==> config.mk <==
export PLATFORM = sky130hd
export DESIGN_NAME = dbgc_top
export DESIGN_NICKNAME = d
export VERILOG_FILES = /design/src/common/dbgc_pkg.sv /design/src/rtl/dbgc_iac_pair.sv /design/src/rtl/dbgc_top.sv
export VERILOG_INCLUDE_DIRS = /design/src /design/src/common
export SDC_FILE = /design/constraint.sdc
export NUM_CORES = 1
export LEC_CHECK = 0
export BUFFER_PORTS_ARGS = -buffer_cell sky130_fd_sc_hd__buf_2
export CAP_MARGIN = 30
export CORE_ASPECT_RATIO = 1.75
export CORE_MARGIN = 4
export CORE_UTILIZATION = 25
export CTS_CLUSTER_SIZE = 20
export DETAILED_ROUTE_END_ITERATION = 12
export PLACE_DENSITY = 0.5
export SLEW_MARGIN = 20
export SYNTH_ARGS = -nofsm -noshare
export SYNTH_HDL_FRONTEND = slang
export SYNTH_SLANG_ARGS = --single-unit
==> constraint.sdc <==
create_clock -name clk_i -period 6.65 [get_ports clk_i]
set_input_delay 1.33 -clock clk_i [delete_from_list [all_inputs] [get_ports clk_i]]
set_output_delay 1.33 -clock clk_i [all_outputs]
set_load 0.05 [all_outputs]
==> src/common/dbgc_cfg.svh <==
`ifndef DBGC_CFG_SVH
`define DBGC_CFG_SVH

// ==========================================================
// Special-purpose register numbers
// ==========================================================
`define DBGC_SPR_NUM_W 10
`define DBGC_SPR_MAIN 10'h3F2
`define DBGC_SPR_DCMP 10'h3BD

// ==========================================================
// Main control register fields
// ==========================================================
// Bit 0 of the register is the most significant bit, so a field
// printed at bit n sits at vector index 31-n.
`define DBGC_EXT_DEBUG_BIT 31
`define DBGC_INT_DEBUG_BIT 30
`define DBGC_RST_HI 29
`define DBGC_RST_LO 28
`define DBGC_INSTR_DONE_BIT 27
`define DBGC_BRANCH_BIT 26
`define DBGC_EXCEPT_BIT 25
`define DBGC_TRAP_BIT 24
`define DBGC_MATCH1_BIT 23
`define DBGC_MATCH2_BIT 22
`define DBGC_RNG12_BIT 21
`define DBGC_RNG12_X_BIT 20
`define DBGC_MATCH3_BIT 19
`define DBGC_MATCH4_BIT 18
`define DBGC_RNG34_BIT 17
`define DBGC_RNG34_X_BIT 16
`define DBGC_RNG12_T_BIT 15
`define DBGC_RNG34_T_BIT 14
`define DBGC_FREEZE_BIT 0
`define DBGC_MAIN_WMASK 32'hCFFFC001
`define DBGC_MAIN_RESET 32'h00000000

// ==========================================================
// Data compare control register
// ==========================================================
`define DBGC_DCMP_WMASK 32'hFFCFFF00
`define DBGC_DCMP_RESET 32'h00000000

`endif

==> src/common/dbgc_pkg.sv <==
package dbgc_pkg;

    typedef enum logic [1:0] {
        DBGC_RST_NONE,
        DBGC_RST_PROC,
        DBGC_RST_CHIP,
        DBGC_RST_SYS
    } dbgc_rst_kind_t;

    typedef struct packed {
        logic rd;
        logic wr;
        logic priv;
        logic [9:0] num;
        logic [31:0] wdata;
    } dbgc_spr_req_t;

    typedef struct packed {
        logic instr_done;
        logic branch_taken;
        logic exception;
        logic trap;
        logic insn_valid;
        logic [31:0] insn_addr;
    } dbgc_evt_in_t;

    typedef struct packed {
        logic [31:0] cmp_one;
        logic [31:0] cmp_two;
        logic [31:0] cmp_three;
        logic [31:0] cmp_four;
    } dbgc_iac_t;

    typedef struct packed {
        logic [31:0] main_reg;
        logic [31:0] dcmp_reg;
        logic [31:0] rdata;
        logic ack;
        logic fault;
        logic rst_req;
        dbgc_rst_kind_t rst_kind;
        logic [7:0] evt;
        logic any_evt;
        logic irq;
        logic stop;
        logic freeze;
        logic trig;
        logic wait_ok;
    } dbgc_state_t;

endpackage

==> src/rtl/dbgc_iac_pair.sv <==
`timescale 1ns/1ns

module dbgc_iac_pair
    import dbgc_pkg::*;
(
    input wire logic [31:0] addr_i, // Executing instruction address
    input wire logic valid_i, // Address is valid this cycle
    input wire logic [31:0] lo_i, // First comparator value
    input wire logic [31:0] hi_i, // Second comparator value
    input wire logic en_lo_i, // First comparator event enable
    input wire logic en_hi_i, // Second comparator event enable
    input wire logic range_en_i, // Pair forms a range
    input wire logic excl_i, // Range is exclusive
    output logic hit_lo_o, // First comparator event
    output logic hit_hi_o, // Second comparator event
    output logic range_hit_o // Event caused by range compare
);

    logic in_rng;
    logic rng;

    // ==========================================================
    // Range and exact matching
    // ==========================================================
    // The range is lo <= addr < hi; exclusive is its complement.
    always_comb
    begin
        in_rng = (addr_i >= lo_i) && (addr_i < hi_i);
        rng = excl_i ? !in_rng : in_rng;
        if (range_en_i)
        begin
            hit_lo_o = valid_i && en_lo_i && rng;
            hit_hi_o = valid_i && en_hi_i && rng;
        end
        else
        begin
            hit_lo_o = valid_i && en_lo_i && (addr_i == lo_i);
            hit_hi_o = valid_i && en_hi_i && (addr_i == hi_i);
        end
        range_hit_o = range_en_i && (hit_lo_o || hit_hi_o);
    end

endmodule

==> src/rtl/dbgc_top.sv <==
`timescale 1ns/1ns
`include "dbgc_cfg.svh"


module dbgc_top
    import dbgc_pkg::*;
(
    input wire logic clk_i, // Processor clock
    input wire logic rst_i, // Synchronous reset, active high
    input wire dbgc_spr_req_t spr_i, // Register move request
    output logic [31:0] spr_rdata_o, // Read data
    output logic spr_ack_o, // Access accepted pulse
    output logic priv_fault_o, // Unprivileged access pulse
    input wire dbgc_evt_in_t evt_i, // Raw processor events
    input wire dbgc_iac_t iac_i, // Comparator addresses
    input wire logic msr_de_i, // Debug interrupt enable
    input wire logic msr_dwe_i, // Debug-wait enable
    output logic ext_debug_mode_en_o, // External-debug mode
    output logic int_debug_mode_en_o, // Internal-debug mode
    output logic rst_req_o, // Forced reset pulse
    output dbgc_rst_kind_t rst_kind_o, // Kind of forced reset
    output logic [7:0] dbg_evt_o, // Enabled events pulse
    output logic debug_event_o, // Any enabled event
    output logic debug_irq_o, // Debug interrupt request
    output logic debug_stop_o, // Stop request
    output logic freeze_timers_o, // Timer freeze pulse
    output logic trace_trigger_o, // Trace trigger pulse
    output logic debug_wait_ok_o, // Debug-wait available
    output logic [31:0] data_compare_ctrl_o // Second register
);

    dbgc_state_t s_r;
    dbgc_state_t s_nxt;

    logic main_sel;
    logic dcmp_sel;
    logic any_sel;
    logic wr_ok;
    logic rd_ok;
    logic [1:0] rst_fld;
    logic hit1;
    logic hit2;
    logic hit3;
    logic hit4;
    logic rng12_hit;
    logic rng34_hit;
    logic ext_on;
    logic int_on;

    // ==========================================================
    // Register decode
    // ==========================================================
    // Only the two register numbers answer; any other number is
    // left for other units and gets no acknowledge from here.
    assign main_sel = (spr_i.num == `DBGC_SPR_MAIN);
    assign dcmp_sel = (spr_i.num == `DBGC_SPR_DCMP);
    assign any_sel = main_sel || dcmp_sel;
    assign wr_ok = spr_i.wr && spr_i.priv && any_sel;
    assign rd_ok = spr_i.rd && spr_i.priv && any_sel;
    assign rst_fld = spr_i.wdata[`DBGC_RST_HI:`DBGC_RST_LO];

    assign ext_on = s_r.main_reg[`DBGC_EXT_DEBUG_BIT];
    assign int_on = s_r.main_reg[`DBGC_INT_DEBUG_BIT];

    // ==========================================================
    // Instruction address comparators
    // ==========================================================
    dbgc_iac_pair u_pair12 (
        .addr_i(evt_i.insn_addr),
        .valid_i(evt_i.insn_valid),
        .lo_i(iac_i.cmp_one),
        .hi_i(iac_i.cmp_two),
        .en_lo_i(s_r.main_reg[`DBGC_MATCH1_BIT]),
        .en_hi_i(s_r.main_reg[`DBGC_MATCH2_BIT]),
        .range_en_i(s_r.main_reg[`DBGC_RNG12_BIT]),
        .excl_i(s_r.main_reg[`DBGC_RNG12_X_BIT]),
        .hit_lo_o(hit1),
        .hit_hi_o(hit2),
        .range_hit_o(rng12_hit)
    );

    dbgc_iac_pair u_pair34 (
        .addr_i(evt_i.insn_addr),
        .valid_i(evt_i.insn_valid),
        .lo_i(iac_i.cmp_three),
        .hi_i(iac_i.cmp_four),
        .en_lo_i(s_r.main_reg[`DBGC_MATCH3_BIT]),
        .en_hi_i(s_r.main_reg[`DBGC_MATCH4_BIT]),
        .range_en_i(s_r.main_reg[`DBGC_RNG34_BIT]),
        .excl_i(s_r.main_reg[`DBGC_RNG34_X_BIT]),
        .hit_lo_o(hit3),
        .hit_hi_o(hit4),
        .range_hit_o(rng34_hit)
    );

    // ==========================================================
    // Next state
    // ==========================================================
    always_comb
    begin
        s_nxt = s_r;
        s_nxt.ack = 1'b0;
        s_nxt.fault = 1'b0;
        s_nxt.rst_req = 1'b0;
        s_nxt.rst_kind = DBGC_RST_NONE;

        // Unprivileged moves change nothing and raise a fault.
        if ((spr_i.wr || spr_i.rd) && any_sel && !spr_i.priv)
        begin
            s_nxt.fault = 1'b1;
        end

        // Range toggles act first so that a write in the same
        // cycle leaves exactly what software wrote.
        if (rng12_hit && s_r.main_reg[`DBGC_RNG12_T_BIT])
        begin
            s_nxt.main_reg[`DBGC_RNG12_X_BIT] =
                !s_r.main_reg[`DBGC_RNG12_X_BIT];
        end
        if (rng34_hit && s_r.main_reg[`DBGC_RNG34_T_BIT])
        begin
            s_nxt.main_reg[`DBGC_RNG34_X_BIT] =
                !s_r.main_reg[`DBGC_RNG34_X_BIT];
        end

        if (wr_ok)
        begin
            s_nxt.ack = 1'b1;
            if (main_sel)
            begin
                // The reset field is never stored, so it reads 00.
                s_nxt.main_reg = spr_i.wdata & `DBGC_MAIN_WMASK;
                if (rst_fld != 2'h0)
                begin
                    s_nxt.rst_req = 1'b1;
                    s_nxt.rst_kind = dbgc_rst_kind_t'(rst_fld);
                end
            end
            else
            begin
                s_nxt.dcmp_reg = spr_i.wdata & `DBGC_DCMP_WMASK;
            end
        end

        if (rd_ok)
        begin
            s_nxt.ack = 1'b1;
            if (main_sel)
            begin
                s_nxt.rdata = s_r.main_reg;
            end
            else
            begin
                s_nxt.rdata = s_r.dcmp_reg;
            end
        end

        // ======================================================
        // Debug events
        // ======================================================
        s_nxt.evt[7] = evt_i.instr_done &&
            s_r.main_reg[`DBGC_INSTR_DONE_BIT];
        s_nxt.evt[6] = evt_i.branch_taken &&
            s_r.main_reg[`DBGC_BRANCH_BIT];
        s_nxt.evt[5] = evt_i.exception &&
            s_r.main_reg[`DBGC_EXCEPT_BIT];
        s_nxt.evt[4] = evt_i.trap &&
            s_r.main_reg[`DBGC_TRAP_BIT];
        s_nxt.evt[3] = hit1;
        s_nxt.evt[2] = hit2;
        s_nxt.evt[1] = hit3;
        s_nxt.evt[0] = hit4;
        s_nxt.any_evt = |s_nxt.evt;

        // Mode effects follow the control bits of the same cycle in
        // which the event was raised.
        s_nxt.irq = s_nxt.any_evt && int_on && msr_de_i;
        s_nxt.stop = s_nxt.any_evt && ext_on;
        s_nxt.freeze = s_nxt.any_evt &&
            s_r.main_reg[`DBGC_FREEZE_BIT];
        s_nxt.trig = s_nxt.any_evt && !int_on && !ext_on;
        s_nxt.wait_ok = msr_dwe_i && !int_on && !ext_on;
    end

    // ==========================================================
    // State register
    // ==========================================================
    always_ff @(posedge clk_i)
    begin
        if (rst_i)
        begin
            s_r <= '0;
        end
        else
        begin
            s_r <= s_nxt;
        end
    end

    // ==========================================================
    // Outputs
    // ==========================================================
    assign spr_rdata_o = s_r.rdata;
    assign spr_ack_o = s_r.ack;
    assign priv_fault_o = s_r.fault;
    assign ext_debug_mode_en_o = ext_on;
    assign int_debug_mode_en_o = int_on;
    assign rst_req_o = s_r.rst_req;
    assign rst_kind_o = s_r.rst_kind;
    assign dbg_evt_o = s_r.evt;
    assign debug_event_o = s_r.any_evt;
    assign debug_irq_o = s_r.irq;
    assign debug_stop_o = s_r.stop;
    assign freeze_timers_o = s_r.freeze;
    assign trace_trigger_o = s_r.trig;
    assign debug_wait_ok_o = s_r.wait_ok;
    assign data_compare_ctrl_o = s_r.dcmp_reg;

endmodule

==> flow_summary.toml, run 1 <==
[power]
p_per_area_nw_per_um2 = 158.4
pwr-share-seq_pct = 36.8
p_int_mw = 0.9850
leakagePower_nw = 4.477
pwr-share-comb_pct = 21.2
clock_power_share_pct = 41.9
ir_drop_v = 0.0001513
switchingPower_mw = 0.3666
swShare_pct = 27.12

[clocking]
insertion_delay_ns = 0.34
cts_tree = "done"
cts.sinks = 83
cts_root_buf = "clkbuf_16"
clk_path_buf_depth = 2
post_cts_buffers = 0
clk_pin_slew_ns = 0.06
ctsHoldBuffers = 0
htree_levels = 3
ctsResizeCount = 0
numCtsBuffers = 9

[synthesis]
async_flop_share_pct = 0
synth-edff-count = 0
synth_top_area_cell = "dfxtp_1"
syn_area_um2 = 6920
syn_inst = 882
synth_top_cell_area_share_pct = 24.01
synthTopCellsByArea = "dfxtp_1 24%, ha_1 23%, buf_4 8.0%"
synth_ff_type = "dfxtp_1"
syn_avg_cell_area_um2 = 7.846
ys_types = 62
ys_seq_area_share_pct = 24.01
synth_warnings = 0
ys_seq_elements = 83

[finish]
nNetsFinal = 1431
drive_gt1_share_pct = 28.45
fin_util_pct = 31.22
num_antenna_cells = 0
area_growth_pct = 23.27
fillers = 2992

[worst_setup_path]
slowest_stage = "nor3_1"
cp_top_family = "compound AO/OA/AOI/OAI gates"
crit_arrival_ns = 4.10
timing.rr.start = "s_r[107]$_SDFFE_PP0P_"
cp.depth = 10
crit_type = "in2reg"
critPathMaxFanout = 5
critPathBufInv = 1
start_kind = "input port"
r2r_end = "debug_event_o$_SDFF_PP0_"
r2r_cells = 6
end_kind = "register"
slowest_delay_ns = 0.54
required_ns = 6.84
reg2reg_slack_ns = 4.76
crit_path_cell_trace = "buf_2, ha_1, nand4_1, nor3_1, a21boi_0, o41ai_1, a211oi_2, mux2_2, a32oi_4, nor2_1"

[global_routing]
grt_pass1_vias = 6546
grt_antenna_before_repair = 0
grt_start_max_net_pins = 43
overflow = 0
grt_pass1_wl_um = 35840
groute.usage.overall_pct = 14.91

[timing]
whs_ns = 0.4504
setup_viol = 0
slew_viol_final = 0
fmax_ghz = 0.2557
hold_violations = 0
max_slew_margin_pct = 37.10
finalCriticalPeriod_ns = 3.911
period_share_pct = 58.81
rsz0062_at_grt = "false"
skew_ns = 0.005120
worst-slew-pin-transition_ns = 0.9408
fin_tns_setup_ns = 0

[floorplan]
die_area_um2 = 30510
core_um2 = 27330
rows = 80
ios = 299
die-width_um = 133.8
dieHeight_um = 228.1
initial_core_util_pct = 25.33

[route]
drt-total-wl_um = 23240
drt-wirelength-per-cell_um = 15.89
dr_total_vias = 6430
drt-initial-drc-count = 209
dr.pass1.iters = 4
remaining_drc_errors = 0
viasPerCell = 4.398
ant_nets = 0

[min_path]
hold_path_end = "spr_rdata_o[9]$_SDFFE_PP0P_"
hold_depth = 2
hold_path_class = "reg2reg"
hp-start = "spr_rdata_o[9]$_SDFFE_PP0P_"

[placed_design]
port_buffers = 274
dpl.hpwl_um = 20000
gp_congestion = 0.8306

[flow_run]
cap_violations = 0

[run_status]
status = "finished, final reports clean"
## per-layer routing
metal	up-vias	track usage, %	wire length (um)
met3	22	1.984	1156
met2	190	30.06	13190
li1	3345	-	-
met4	0	4.762	442
met1	2873	15.40	8445
met5	-	0	0
## placed cells by master (no fill, tap or decap), types with 3 or more instances in the layout
cell | synthesis | routed
dfxtp_1 | 83 | 83
conb_1 | 1 | 17
nand3_1 | 32 | 31
a21o_1 | 15 | 15
and2_1 | 4 | 4
nand2_1 | 117 | 117
buf_4 | 74 | 3
a221oi_1 | 4 | 4
and4_1 | 5 | 5
o21ai_0 | 10 | 10
nor2b_1 | 6 | 6
and3_1 | 5 | 5
bufinv_16 | 0 | 3
o211ai_1 | 5 | 5
a21oi_1 | 93 | 93
nor2_1 | 31 | 30
ha_1 | 128 | 128
inv_1 | 128 | 128
buf_2 | 3 | 274
nor3_1 | 8 | 8
o21a_1 | 3 | 3
clkbuf_16 | 0 | 9
a211oi_1 | 21 | 21
mux2i_1 | 16 | 16
nor3b_1 | 4 | 4
nand4_1 | 22 | 22
nor4_1 | 4 | 4
## cell type report
type / instances / area [um^2] / share of cell area [%]
tap: 369 / 461.7 / 5.412
clock inverter: 5 / 102.6 / 1.203
inverter: 128 / 480.5 / 5.632
clock buffer: 10 / 229.0 / 2.684
multi-input combinational: 589 / 4187 / 49.08
sequential: 83 / 1662 / 19.48
timing repair buffer: 278 / 1409 / 16.52
## power by group through the flow
stage / combinational (mW) / sequential, mW / clock (mW)
2_1_floorplan: 0.174 / 0.510 / 0
3_3_place_gp: 0.283 / 0.509 / 0
3_5_place_dp: 0.290 / 0.509 / 0
4_1_cts: 0.292 / 0.497 / 0.586
5_1_grt: 0.331 / 0.497 / 0.608
6_report: 0.287 / 0.498 / 0.567
## how the worst max path moves through the flow
stage	endpoint	startpoint	slack, ns
6_report	debug_event_o$_SDFF_PP0_	evt_i[14]	2.74
3_5_place_dp	debug_event_o$_SDFF_PP0_	evt_i[14]	2.30
4_1_cts	trace_trigger_o$_SDFF_PP0_	evt_i[13]	2.65
5_1_grt	trace_trigger_o$_SDFF_PP0_	evt_i[13]	2.58
2_1_floorplan	trace_trigger_o$_SDFF_PP0_	iac_i[19]	3.09
3_3_place_gp	debug_irq_o$_SDFF_PP0_	evt_i[14]	2.29
## cell families after synthesis
family,count (synthesis),synth area share (%)
buffers and inverters,226,16.47
XOR/XNOR,1,0.1266
AO/OA/AOI/OAI,174,16.07
flip-flops,83,24.01
multiplexers,17,2.477
adder cells (fa/ha/maj),128,23.14
other,1,0.05419
AND/OR/NAND/NOR,252,17.65
## stage by stage
step | setup slack, ns | instance area [um^2] | power [mW] | instances
6_report | 2.739 | 8531 | 1.352 | 1462
5_1_grt | 2.578 | 8531 | 1.436 | 1462
4_1_cts | 2.647 | 8531 | 1.375 | 1462
3_5_place_dp | 2.300 | 8199 | 0.7990 | 1447
3_3_place_gp | 2.287 | 8179 | 0.7922 | 1446
2_1_floorplan | 3.089 | 6980 | 0.6838 | 898
## registers in the layout, indices dropped and copies added, names as in the netlist
name	flops
debug_irq_o	1
int_debug_mode_en_o	1
debug_wait_ok_o	1
priv_fault_o	1
spr_rdata_o	25
rst_req_o	1
data_compare_ctrl_o	22
debug_event_o	1
dbg_evt_o	8
ext_debug_mode_en_o	1
trace_trigger_o	1
rst_kind_o	2
debug_stop_o	1
freeze_timers_o	1
spr_ack_o	1
s_r	15
## worst reg2reg max path, delay by kind of cell (launching register included)
family	cells	cell delay, ns
and+or+nand+nor	5	1.03
AOI/OAI and AO/OA	1	0.38
DFF	1	0.34
## synthesized netlist by cell type (2+ instances only)
cell,n
and3_1,5
nand2b_1,2
mux2i_1,16
o31ai_1,2
ha_1,128
dfxtp_1,83
inv_1,128
buf_2,3
nor3_1,8
o21a_1,3
a221oi_1,4
a21o_2,2
buf_4,74
nor4_1,4
nor2b_1,6
nand4_1,22
a21o_1,15
o2111ai_1,2
nand2_1,117
nor2_1,31
nand3_1,32
a211oi_1,21
and4_2,2
nor3b_1,4
and2_1,4
a21oi_1,93
o211ai_1,5
o21ai_0,10
and4_1,5
clkbuf_1,19
(Power assumes the default switching activity.)
==> run 2: changes to the inputs <==
--- a/config.mk
+++ b/config.mk
@@ -13,7 +13,7 @@
 export CORE_UTILIZATION = 25
 export CTS_CLUSTER_SIZE = 20
 export DETAILED_ROUTE_END_ITERATION = 12
-export PLACE_DENSITY = 0.5
+export PLACE_DENSITY = 0.52
 export SLEW_MARGIN = 20
 export SYNTH_ARGS = -nofsm -noshare
 export SYNTH_HDL_FRONTEND = slang
==> constraint.sdc (replaced) <==
create_clock -name clk_i -period 3.2 [get_ports clk_i]
set_input_delay 0.64 -clock clk_i [delete_from_list [all_inputs] [get_ports clk_i]]
set_output_delay 0.64 -clock clk_i [all_outputs]
set_load 0.05 [all_outputs]
==> run 2 against run 1 <==
- die area is the same
- sequential cell count did not move
- non-clock buffer count is 51 higher
- first-iteration DRC count down 12%
- combinational power increased by 130%
- cell area is 4.5% higher
- setup slack got worse by 2.6 ns
- critical endpoint is now debug_stop_o$_SDFF_PP0_
==> flow_summary.toml, run 2 (same netlist as run 1, synthesis figures left out) <==
[run_status]
status = "finished, final reports clean"

[clocking]
cts_tree = "done"
ctsHoldBuffers = 0
numCtsBuffers = 9
cts_root_buf = "clkbuf_16"
clk_pin_slew_ns = 0.06
htree_levels = 3
cts.sinks = 83
insertion_delay_ns = 0.34
clk_path_buf_depth = 2

[power]
ir_drop_v = 0.0002482
leakagePower_nw = 4.729
p_per_area_nw_per_um2 = 321.0

[floorplan]
dieHeight_um = 228.1
initial_core_util_pct = 25.33
ios = 299
core_um2 = 27330
die_area_um2 = 30510
rows = 80
die-width_um = 133.8

[global_routing]
grt_pass1_wl_um = 36230
grt_start_max_net_pins = 40
grt_antenna_before_repair = 4
grt_pass1_vias = 6876
groute.usage.overall_pct = 15.04
overflow = 0

[route]
wl_met1_um = 8512
highest_layer = "met5"
wl_met2_um = 13300
dr_total_vias = 6730
drt-initial-drc-count = 184
dr.pass1.iters = 4
remaining_drc_errors = 0
viasPerCell = 4.439
drt-wirelength-per-cell_um = 15.69
drt-total-wl_um = 23790
wl_met3_um = 1290
ant_nets = 0

[timing]
skew_ns = 0.008587
whs_ns = 0.4479
rsz0062_at_grt = "false"
fmax_ghz = 0.3283
setup_viol = 0
worst-slew-pin-transition_ns = 0.6338
period_share_pct = 95.18
hold_violations = 0
finalCriticalPeriod_ns = 3.046
slew_viol_final = 0
max_slew_margin_pct = 57.38

[worst_setup_path]
crit_path_cell_trace = "buf_2, ha_1, nand4_1, nor4_4, a21bo_1, o211ai_1, a2111oi_2, or4b_4, a32oi_4, nor3b_1"
slowest_delay_ns = 0.57
crit_arrival_ns = 3.25
crit_type = "in2reg"
slowest_stage = "or4b_4"
required_ns = 3.41
r2r_cells = 6
start_kind = "input port"
critPathMaxFanout = 5
end_kind = "register"

[min_path]
hold_depth = 2
hold_path_class = "reg2reg"

[finish]
drive_gt1_share_pct = 31.56
fin_util_pct = 32.63
layout_commonest_cell = "buf_2"
layout_common_cells = "274 x buf_2, 128 x inv_1, 128 x ha_1"
largest_reg_flops = 25
area_growth_pct = 28.86
nNetsFinal = 1482

[placed_design]
port_buffers = 274
dpl.hpwl_um = 20720
gp_congestion = 0.8573

[flow_run]
cap_violations = 0
## run 2: changes by cell type in the layout (fill, tap and decap cells not counted)
cell / change
buf_4: +52
diode_2: +3
buf_8: -1
nand3_1: +1
nand3_2: -1
nor4_2: -1
nor4_4: +1
## run 2: final timing paths
| kind | from | to | slack (ns) |
|---|---|---|---|
| min | spr_rdata_o[9]$_SDFFE_PP0P_ | spr_rdata_o[9]$_SDFFE_PP0P_ | 0.45 |
| max | evt_i[6] | debug_stop_o$_SDFF_PP0_ | 0.15 |
| max reg2reg | s_r[107]$_SDFFE_PP0P_ | debug_stop_o$_SDFF_PP0_ | 1.34 |
| min reg2reg | spr_rdata_o[9]$_SDFFE_PP0P_ | spr_rdata_o[9]$_SDFFE_PP0P_ | 0.45 |
## run 2: power by group
| part | switching [mW] | internal [mW] |
|---|---|---|
| combinational | 0.355 | 0.296 |
| sequential | 0.000295 | 1.03 |
| clock | 0.420 | 0.757 |
## run 2: repair_timing
item	4_1_cts	5_1_grt
gates resized for setup	1	0
buffers inserted	0	0
pin swaps	0	1
setup endpoints to repair	5	5
## run 2: final cells by class
type                            count  area, um^2
Multi-Input combinational cell    589        4190
Fill cell                        2978       18410
Sequential cell                    83        1662
Inverter                          128       480.5
Clock inverter                      5       102.6
Tap cell                          369       461.7
Antenna cell                        3       7.507
Timing Repair Buffer              329        1784
Clock buffer                       10       229.0
## run 2: critical path: cells and delay by family
kind,cells,cell delay [ns]
AO/OA/AOI/OAI,4,0.93
AND/OR/NAND/NOR,4,1.24
adder cells (fa/ha/maj),1,0.30
buffers and inverters,1,0.14
## run 2: routing by layer
| metal | track usage, % | up-vias |
|---|---|---|
| li1 | - | 3457 |
| met1 | 15.07 | 3034 |
| met2 | 30.24 | 202 |
| met3 | 2.249 | 35 |
| met4 | 5.663 | 2 |
| met5 | 0 | - |
## run 2: metrics by stage
step | std cells | cell area [um^2] | worst slack (ns) | TNS [ns] | total power, mW
after global placement | 1498 | 8569 | -0.4341 | -2.482 | 1.699
after global routing | 1516 | 8917 | 0.01207 | 0 | 3.027
after detailed placement | 1498 | 8569 | -0.4472 | -2.585 | 1.715
final | 1516 | 8917 | 0.1543 | 0 | 2.863
after floorplan | 898 | 6980 | 0.3286 | 0 | 1.421
after CTS | 1513 | 8910 | 0.002129 | 0 | 2.915
